File: src/pkg/pioc_pkg.sv
package pioc_pkg;
  // connection states
  typedef enum logic [1:0] {
    ST_NONEXIST = 2'b00,
    ST_CONFIG = 2'b01,
    ST_ESTAB = 2'b10,
    ST_TIMEOUT = 2'b11
  } pioc_state_t;

  // request opcodes
  typedef enum logic [2:0] {
    OP_SET = 3'b000,
    OP_GET = 3'b001,
    OP_APPLY = 3'b010,
    OP_ALLOC = 3'b011,
    OP_RELEASE = 3'b100,
    OP_DELETE = 3'b101,
    OP_TIMEOUT = 3'b110,
    OP_NOP = 3'b111
  } pioc_op_t;

  // attribute ids
  localparam logic [3:0] ATTR_STATE = 4'h1;
  localparam logic [3:0] ATTR_PKT_RATE = 4'h9;
  localparam logic [3:0] ATTR_PROD_SIZE = 4'h7;

  // values after reset
  localparam logic [15:0] PKT_RATE_RST = 16'h0000;
  localparam logic [15:0] PROD_SIZE_RST = 16'h0000;
endpackage

File: src/core/pioc_conn_fsm.sv
`timescale 1ns/1ps
// Functional notes
// - setting packet rate commits and establishes
// - explicit commit only while rate never set
// - packet rate defaults to zero
// - leaving established checks automatic set release
// - set release returns connections to nonexistent
// - allocate and release reset all attributes
// - packet rate writable by attribute write
module pioc_conn_fsm #(
  parameter int DW = 16
) (
  input wire logic clk_sys,
  input wire logic reset_n,
  input wire logic clkEn,
  input wire logic reqValid,
  input wire logic [2:0] reqOp,
  input wire logic [3:0] reqAttr,
  input wire logic [DW-1:0] reqData,
  input wire logic autoRelease,
  output logic rspValid,
  output logic rspOk,
  output logic [DW-1:0] rspData,
  output logic [1:0] connState,
  output logic setReleased,
  output logic [DW-1:0] pktRate
);

  // ****************************************
  // state and attributes
  // ****************************************
  pioc_pkg::pioc_state_t state_reg, state_next;
  logic [DW-1:0] rate_reg;
  logic [DW-1:0] size_reg;
  logic rateSet_reg;
  logic ok_next;
  logic [DW-1:0] data_next;
  logic leaveEst;
  logic goRelease;
  logic resetAttr;
  logic wrRate, wrSize;
  pioc_pkg::pioc_op_t op;

  assign op = pioc_pkg::pioc_op_t'(reqOp);

  // ****************************************
  // request decode
  // ****************************************
  always_comb begin
    state_next = state_reg;
    ok_next = 1'b0;
    data_next = '0;
    resetAttr = 1'b0;
    wrRate = 1'b0;
    wrSize = 1'b0;
    if (reqValid) begin
      unique case (op)
        pioc_pkg::OP_ALLOC: begin
          if (state_reg == pioc_pkg::ST_NONEXIST || state_reg == pioc_pkg::ST_TIMEOUT) begin
            ok_next = 1'b1;
            resetAttr = 1'b1;
            state_next = pioc_pkg::ST_CONFIG;
          end
        end
        pioc_pkg::OP_RELEASE, pioc_pkg::OP_DELETE: begin
          if (state_reg != pioc_pkg::ST_NONEXIST) begin
            ok_next = 1'b1;
            resetAttr = 1'b1;
            state_next = pioc_pkg::ST_NONEXIST;
          end
        end
        pioc_pkg::OP_SET: begin
          if (state_reg == pioc_pkg::ST_CONFIG) begin
            if (reqAttr == pioc_pkg::ATTR_PKT_RATE) begin
              ok_next = 1'b1;
              wrRate = 1'b1;
              state_next = pioc_pkg::ST_ESTAB;
            end else if (reqAttr == pioc_pkg::ATTR_PROD_SIZE) begin
              ok_next = 1'b1;
              wrSize = 1'b1;
            end
          end else if (state_reg != pioc_pkg::ST_NONEXIST &&
                       reqAttr == pioc_pkg::ATTR_PKT_RATE) begin
            ok_next = 1'b1;
            wrRate = 1'b1;
          end
        end
        pioc_pkg::OP_GET: begin
          if (state_reg != pioc_pkg::ST_NONEXIST) begin
            ok_next = 1'b1;
            if (reqAttr == pioc_pkg::ATTR_PKT_RATE) begin
              data_next = rate_reg;
            end else if (reqAttr == pioc_pkg::ATTR_PROD_SIZE) begin
              data_next = size_reg;
            end else if (reqAttr == pioc_pkg::ATTR_STATE) begin
              data_next = DW'(state_reg);
            end else begin
              ok_next = 1'b0;
            end
          end
        end
        pioc_pkg::OP_APPLY: begin
          if (state_reg == pioc_pkg::ST_CONFIG && !rateSet_reg &&
              rate_reg == pioc_pkg::PKT_RATE_RST[DW-1:0]) begin
            ok_next = 1'b1;
            state_next = pioc_pkg::ST_ESTAB;
          end
        end
        pioc_pkg::OP_TIMEOUT: begin
          if (state_reg == pioc_pkg::ST_ESTAB) begin
            ok_next = 1'b1;
            state_next = pioc_pkg::ST_TIMEOUT;
          end
        end
        pioc_pkg::OP_NOP: begin
          ok_next = 1'b0;
        end
      endcase
    end
  end

  assign leaveEst = state_reg == pioc_pkg::ST_ESTAB && state_next != pioc_pkg::ST_ESTAB;
  assign goRelease = leaveEst && autoRelease;

  // ****************************************
  // state register
  // ****************************************
  always_ff @(posedge clk_sys or negedge reset_n) begin
    if (!reset_n) begin
      state_reg <= pioc_pkg::ST_NONEXIST;
    end else if (clkEn) begin
      if (goRelease) begin
        state_reg <= pioc_pkg::ST_NONEXIST;
      end else begin
        state_reg <= state_next;
      end
    end
  end

  // ****************************************
  // attributes
  // ****************************************
  always_ff @(posedge clk_sys or negedge reset_n) begin
    if (!reset_n) begin
      rate_reg <= pioc_pkg::PKT_RATE_RST[DW-1:0];
      size_reg <= pioc_pkg::PROD_SIZE_RST[DW-1:0];
      rateSet_reg <= 1'b0;
    end else if (clkEn) begin
      if (resetAttr || goRelease) begin
        rate_reg <= pioc_pkg::PKT_RATE_RST[DW-1:0];
        size_reg <= pioc_pkg::PROD_SIZE_RST[DW-1:0];
        rateSet_reg <= 1'b0;
      end else begin
        if (wrRate) begin
          rate_reg <= reqData;
          rateSet_reg <= 1'b1;
        end
        if (wrSize) begin
          size_reg <= reqData;
        end
      end
    end
  end

  // ****************************************
  // response
  // ****************************************
  always_ff @(posedge clk_sys or negedge reset_n) begin
    if (!reset_n) begin
      rspValid <= 1'b0;
      rspOk <= 1'b0;
      rspData <= '0;
      setReleased <= 1'b0;
    end else if (clkEn) begin
      rspValid <= reqValid && op != pioc_pkg::OP_NOP;
      rspOk <= ok_next;
      rspData <= data_next;
      setReleased <= goRelease;
    end
  end

  assign connState = state_reg;
  assign pktRate = rate_reg;

  // ****************************************
  // checks
  // ****************************************
  chk_set_commits: assert property (@(posedge clk_sys) disable iff (!reset_n)
    clkEn && reqValid && op == pioc_pkg::OP_SET && reqAttr == pioc_pkg::ATTR_PKT_RATE &&
    state_reg == pioc_pkg::ST_CONFIG && !autoRelease |=> state_reg == pioc_pkg::ST_ESTAB)
    else $error("rate write did not establish");
  chk_apply_refused: assert property (@(posedge clk_sys) disable iff (!reset_n)
    clkEn && reqValid && op == pioc_pkg::OP_APPLY && rateSet_reg |=> rspValid && !rspOk)
    else $error("commit accepted after rate set");
  chk_rate_default: assert property (@(posedge clk_sys) disable iff (!reset_n)
    clkEn && reqValid && op == pioc_pkg::OP_ALLOC && (state_reg == pioc_pkg::ST_NONEXIST ||
    state_reg == pioc_pkg::ST_TIMEOUT) |=> rate_reg == '0 && !rateSet_reg)
    else $error("rate not defaulted");
  chk_auto_release: assert property (@(posedge clk_sys) disable iff (!reset_n)
    clkEn && goRelease |=> state_reg == pioc_pkg::ST_NONEXIST && setReleased)
    else $error("set release failed");
  chk_always_answer: assert property (@(posedge clk_sys) disable iff (!reset_n)
    clkEn && reqValid && op != pioc_pkg::OP_NOP |=> rspValid)
    else $error("request not answered");
  chk_release_reset: assert property (@(posedge clk_sys) disable iff (!reset_n)
    clkEn && reqValid && op == pioc_pkg::OP_RELEASE &&
    state_reg != pioc_pkg::ST_NONEXIST |=> state_reg == pioc_pkg::ST_NONEXIST && size_reg == '0)
    else $error("release did not reset");
  chk_rate_write: assert property (@(posedge clk_sys) disable iff (!reset_n)
    clkEn && wrRate && !goRelease |=> rate_reg == $past(reqData) && rateSet_reg)
    else $error("rate not written");
  chk_leave_flag: assert property (@(posedge clk_sys) disable iff (!reset_n)
    clkEn && reqValid && op == pioc_pkg::OP_TIMEOUT && state_reg == pioc_pkg::ST_ESTAB &&
    autoRelease |=> state_reg == pioc_pkg::ST_NONEXIST)
    else $error("leave not evaluated");
  chk_apply_commit: assert property (@(posedge clk_sys) disable iff (!reset_n)
    clkEn && reqValid && op == pioc_pkg::OP_APPLY && state_reg == pioc_pkg::ST_CONFIG &&
    !rateSet_reg |=> rspOk && state_reg == pioc_pkg::ST_ESTAB)
    else $error("commit refused while rate unset");
  chk_release_pulse: assert property (@(posedge clk_sys) disable iff (!reset_n)
    clkEn && !goRelease |=> !setReleased)
    else $error("set release flagged without cause");

endmodule // pioc_conn_fsm

File: config.mk
export PLATFORM = sky130hd
export DESIGN_NAME = pioc_conn_fsm
export DESIGN_NICKNAME = d
export VERILOG_FILES = /design/src/pkg/pioc_pkg.sv /design/src/core/pioc_conn_fsm.sv
export SDC_FILE = /design/constraint.sdc
export NUM_CORES = 1
export LEC_CHECK = 0
export ABC_AREA = 1
export BUFFER_PORTS_ARGS = -buffer_cell sky130_fd_sc_hd__buf_2
export CELL_PAD_IN_SITES_DETAIL_PLACEMENT = 1
export CELL_PAD_IN_SITES_GLOBAL_PLACEMENT = 2
export CORE_MARGIN = 5
export CORE_UTILIZATION = 33
export CTS_BUF_LIST = sky130_fd_sc_hd__clkbuf_2 sky130_fd_sc_hd__clkbuf_4 sky130_fd_sc_hd__clkbuf_8
export CTS_CLUSTER_SIZE = 16
export DETAILED_ROUTE_END_ITERATION = 10
export GPL_ROUTABILITY_DRIVEN = 0
export PLACE_DENSITY = 0.9
export SETUP_SLACK_MARGIN = 0.4
export SLEW_MARGIN = 10
export SYNTH_ARGS = -nofsm -noshare
export SYNTH_HDL_FRONTEND = slang
export SYNTH_SLANG_ARGS = --single-unit
export TNS_END_PERCENT = 30
File: constraint.sdc
create_clock -name clk_sys -period 2.5 [get_ports clk_sys]
set_input_delay 0.125 -clock clk_sys [delete_from_list [all_inputs] [get_ports clk_sys]]
set_output_delay 0.125 -clock clk_sys [all_outputs]
set_load 0.02 [all_outputs]
==> flow_summary_export.csv <==
group,metric,value,unit
sta,worst_pin_slew,548,ps
finish,seqCellArea,1350,µm²
power_and_ir_drop,p_comb_frac,0.227,
finish,multi_input_area,1470,µm²
worst_setup_path,crit_chain,"buf_4 > ha_4 > nand3_1 > nor2_1 > nand3_1 > nand3_2 > nand2_4 > o21bai_4 > nand3_2 > nand2_8 > nand2_1 > nand2_1",
worst_setup_path,end_kind,"flip-flop",
clock_network,clock_sinks,54,
power_and_ir_drop,power_density,552,nW/µm²
sta,setup_violations,0,
finish,syn2layout_area_growth,23.5,%
sta,slew_headroom,0.634,
finish,num-fill-cells,1032,
synth,ys_seq_elements,54,
drt,avgRoutedWirePerCell,17.5,µm
global_route,antenna_found_initial,0,
clock_network,clkSlewWorstSetupHoldPaths,110,ps
outcome,status,"finished, final reports clean",
global_route,overflow,0,
power_and_ir_drop,p_sw_frac,0.313,
sta,grt_setup_unrepaired,"yes",
sta,period_needed,2010,ps
synth,syn_nets,383,
flow_run,cap_violations,0,
finish,nets,454,
drt,drtIter0Drc,133,
synth,syn_inst,350,
sta,hold_viol,0,
placed_design,place_inst,512,
drt,vias,2738,
synth,synth_area_per_cell,8.41,µm²
clock_network,cts_inserted_buffers,5,
synth,syn-cell-area,2940,µm²
sta,drv_slew,0,
worst_hold_path,min_path_type,"in -> reg",
synth,ys_top_cells_by_area,"dfrtp_1, nand2_1, nand4_1, nor2_1, o21ai_0",
worst_setup_path,cpPeakStageDelay,410,ps
drt,drt_wl_total,9.27,mm
power_and_ir_drop,p_total,0.00201,W
worst_setup_path,critPathRequiredTime,2750,ps
floorplanning,die_h,104,µm
worst_setup_path,arrival,2260,ps
floorplanning,dieWidth,104,µm
drt,ant_nets,0,
floorplanning,ioPinCount,65,
floorplanning,start_util,0.337,
synth,post-synth-top-area-fraction,0.459,
synth,ys.flop_type,"dfrtp_1",
worst_setup_path,crit_fanout,17,
synth,synth_edf_count,0,
floorplanning,core,8720,µm²
worst_setup_path,criticalPathCategory,"reg -> reg",
clock_network,cts_buffer_depth,2,
power_and_ir_drop,ir_worst_vdd,0.313,mV
power_and_ir_drop,total_leakage_power,1.95,nW
clock_network,cts_htree_levels,2,
sta,fin_crit_sh,0.804,
sta,tns,0,ps
synth,yosysMostFrequentCell,"nand2_1",
synth,synth_common_cells,"nand2_1, dfrtp_1, nand4_1, nor2_1, inv_1",
power_and_ir_drop,p_switching,0.000628,W
global_route,grt_max_degree,42,
finish,fin_cells,530,
synth,synth.distinct_cells,32,
clock_network,cts_root_buf,"clkbuf_8",
drt,drc_errors,0,
synth,ys_seq_area_frac,0.459,
floorplanning,num_rows,34,
finish,n_antenna_cell,0,
synth,synth_warnings,0,
worst_setup_path,cp-start-kind,"flip-flop",
finish,final_layout_size_suffix_gt1_frac,0.308,
power_and_ir_drop,power.internal,0.00138,W
sta,finClkSkew,13.6,ps
placed_design,hpwl,6.41,mm
placed_design,place.port_buffers,64,
drt,dr.pass1.iters,4,
worst_setup_path,slowest_stage,"dfrtp_1",
synth,async_reset_ff_frac,1.00,
clock_network,tritoncts,"yes",
global_route,track_usage,0.169,
finish,utilization,0.417,
power_and_ir_drop,p_clk_frac,0.320,
clock_network,insertion_delay,320,ps
floorplanning,dieArea,10900,µm²
synth,yosys.area.top_type,"dfrtp_1",
global_route,grt_first_pass_wirelength,15.0,mm
sta,fmax,0.498,GHz
power_and_ir_drop,seqPwrFrac,0.453,
drt,via_per_inst,5.17,
global_route,grt_pass1_vias,2856,
==> power by group through the flow <==
| stage | combinational (W) | sequential, W | clock, W |
|---|---|---|---|
| 3_3_place_gp | 0.000356 | 0.000922 | 0 |
| 6_report | 0.000455 | 0.000910 | 0.000642 |
| 4_1_cts | 0.000420 | 0.000905 | 0.000655 |
| 2_1_floorplan | 0.000240 | 0.000941 | 0 |
| 3_5_place_dp | 0.000363 | 0.000923 | 0 |
| 5_1_grt | 0.000495 | 0.000913 | 0.000696 |
==> worst max-delay path: cells and delay by family, from the launching register on <==
family,cells,cell delay (ps)
adder cells (fa/ha/maj),1,160
flip-flops,1,410
AO/OA/AOI/OAI,1,170
AND/OR/NAND/NOR,9,1050
buffers and inverters,1,160
==> cells in the final DEF (no fill, tap or decap), types with 2 or more instances in the layout <==
| cell type | n |
|---|---|
| buf_2 | 64 |
| buf_4 | 11 |
| clkbuf_8 | 6 |
| dfrtp_1 | 53 |
| ha_1 | 2 |
| ha_4 | 3 |
| inv_1 | 21 |
| inv_2 | 4 |
| mux2i_1 | 7 |
| nand2_1 | 95 |
| nand2_2 | 12 |
| nand2_4 | 3 |
| nand2_8 | 2 |
| nand3_1 | 13 |
| nand3_2 | 7 |
| nand4_1 | 35 |
| nor2_1 | 31 |
| nor2_4 | 5 |
| nor3_1 | 3 |
| o21ai_0 | 20 |
| o21ai_1 | 3 |
| o221ai_1 | 2 |
| o31ai_1 | 3 |
==> stage by stage <==
step           worst slack, ps  hold WS [ps]  cell area [µm²]
6_report                   491          60.7             3630
5_1_grt                    353          51.8             3630
4_1_cts                    378          59.6             3550
3_5_place_dp               143          47.4             3330
3_3_place_gp               224          45.1             3330
2_1_floorplan              486          -171             2940
==> per-layer routing <==
| layer | vias to the layer above | GRT usage | share of wire |
|---|---|---|---|
| li1 | 1302 | - | - |
| met1 | 1362 | 0.228 | 0.44 |
| met2 | 65 | 0.285 | 0.50 |
| met3 | 9 | 0.0292 | 0.042 |
| met4 | 0 | 0.0342 | 0.012 |
| met5 | - | 0 | 0 |
==> cell type report <==
class                           instances  share of cell area
Clock buffer                            6              0.0227
Multi-Input combinational cell        254               0.404
Sequential cell                        54               0.372
Tap cell                              108              0.0372
Clock inverter                          2              0.0107
Inverter                               28              0.0310
Timing Repair Buffer                   78               0.122
==> final timing paths <==
check,cells after the start,to,from,slack [ps]
setup / recovery,12,pktRate[4],connState[0],490
hold / removal,3,pktRate[5],reqData[5],60
setup reg to reg,12,pktRate[4],connState[0],490
hold reg to reg,2,size_reg[3],size_reg[3],490
max in group asynchronous,3,connState[1],reset_n,1370
min in group asynchronous,2,rspData[10],reset_n,230
==> logic make-up (layout without fill, tap and decap cells) <==
family / count (synthesis) / in the layout / synth area share
flops: 54 / 54 / 0.459
buf+inv: 44 / 114 / 0.0731
compound gates: 33 / 33 / 0.0731
mux: 7 / 7 / 0.0238
fa+ha+maj: 5 / 5 / 0.0213
simple gates: 207 / 209 / 0.349
==> timing repair <==
item	CTS	global route
setup endpoints to repair	37	48
cloned	2	0
hold endpoints to repair	13	0
hold buffers	1	0
gates resized for setup	4	15
buffers inserted	4	3
pin swaps	5	5
No activity file was read; power rests on OpenSTA's default activity.
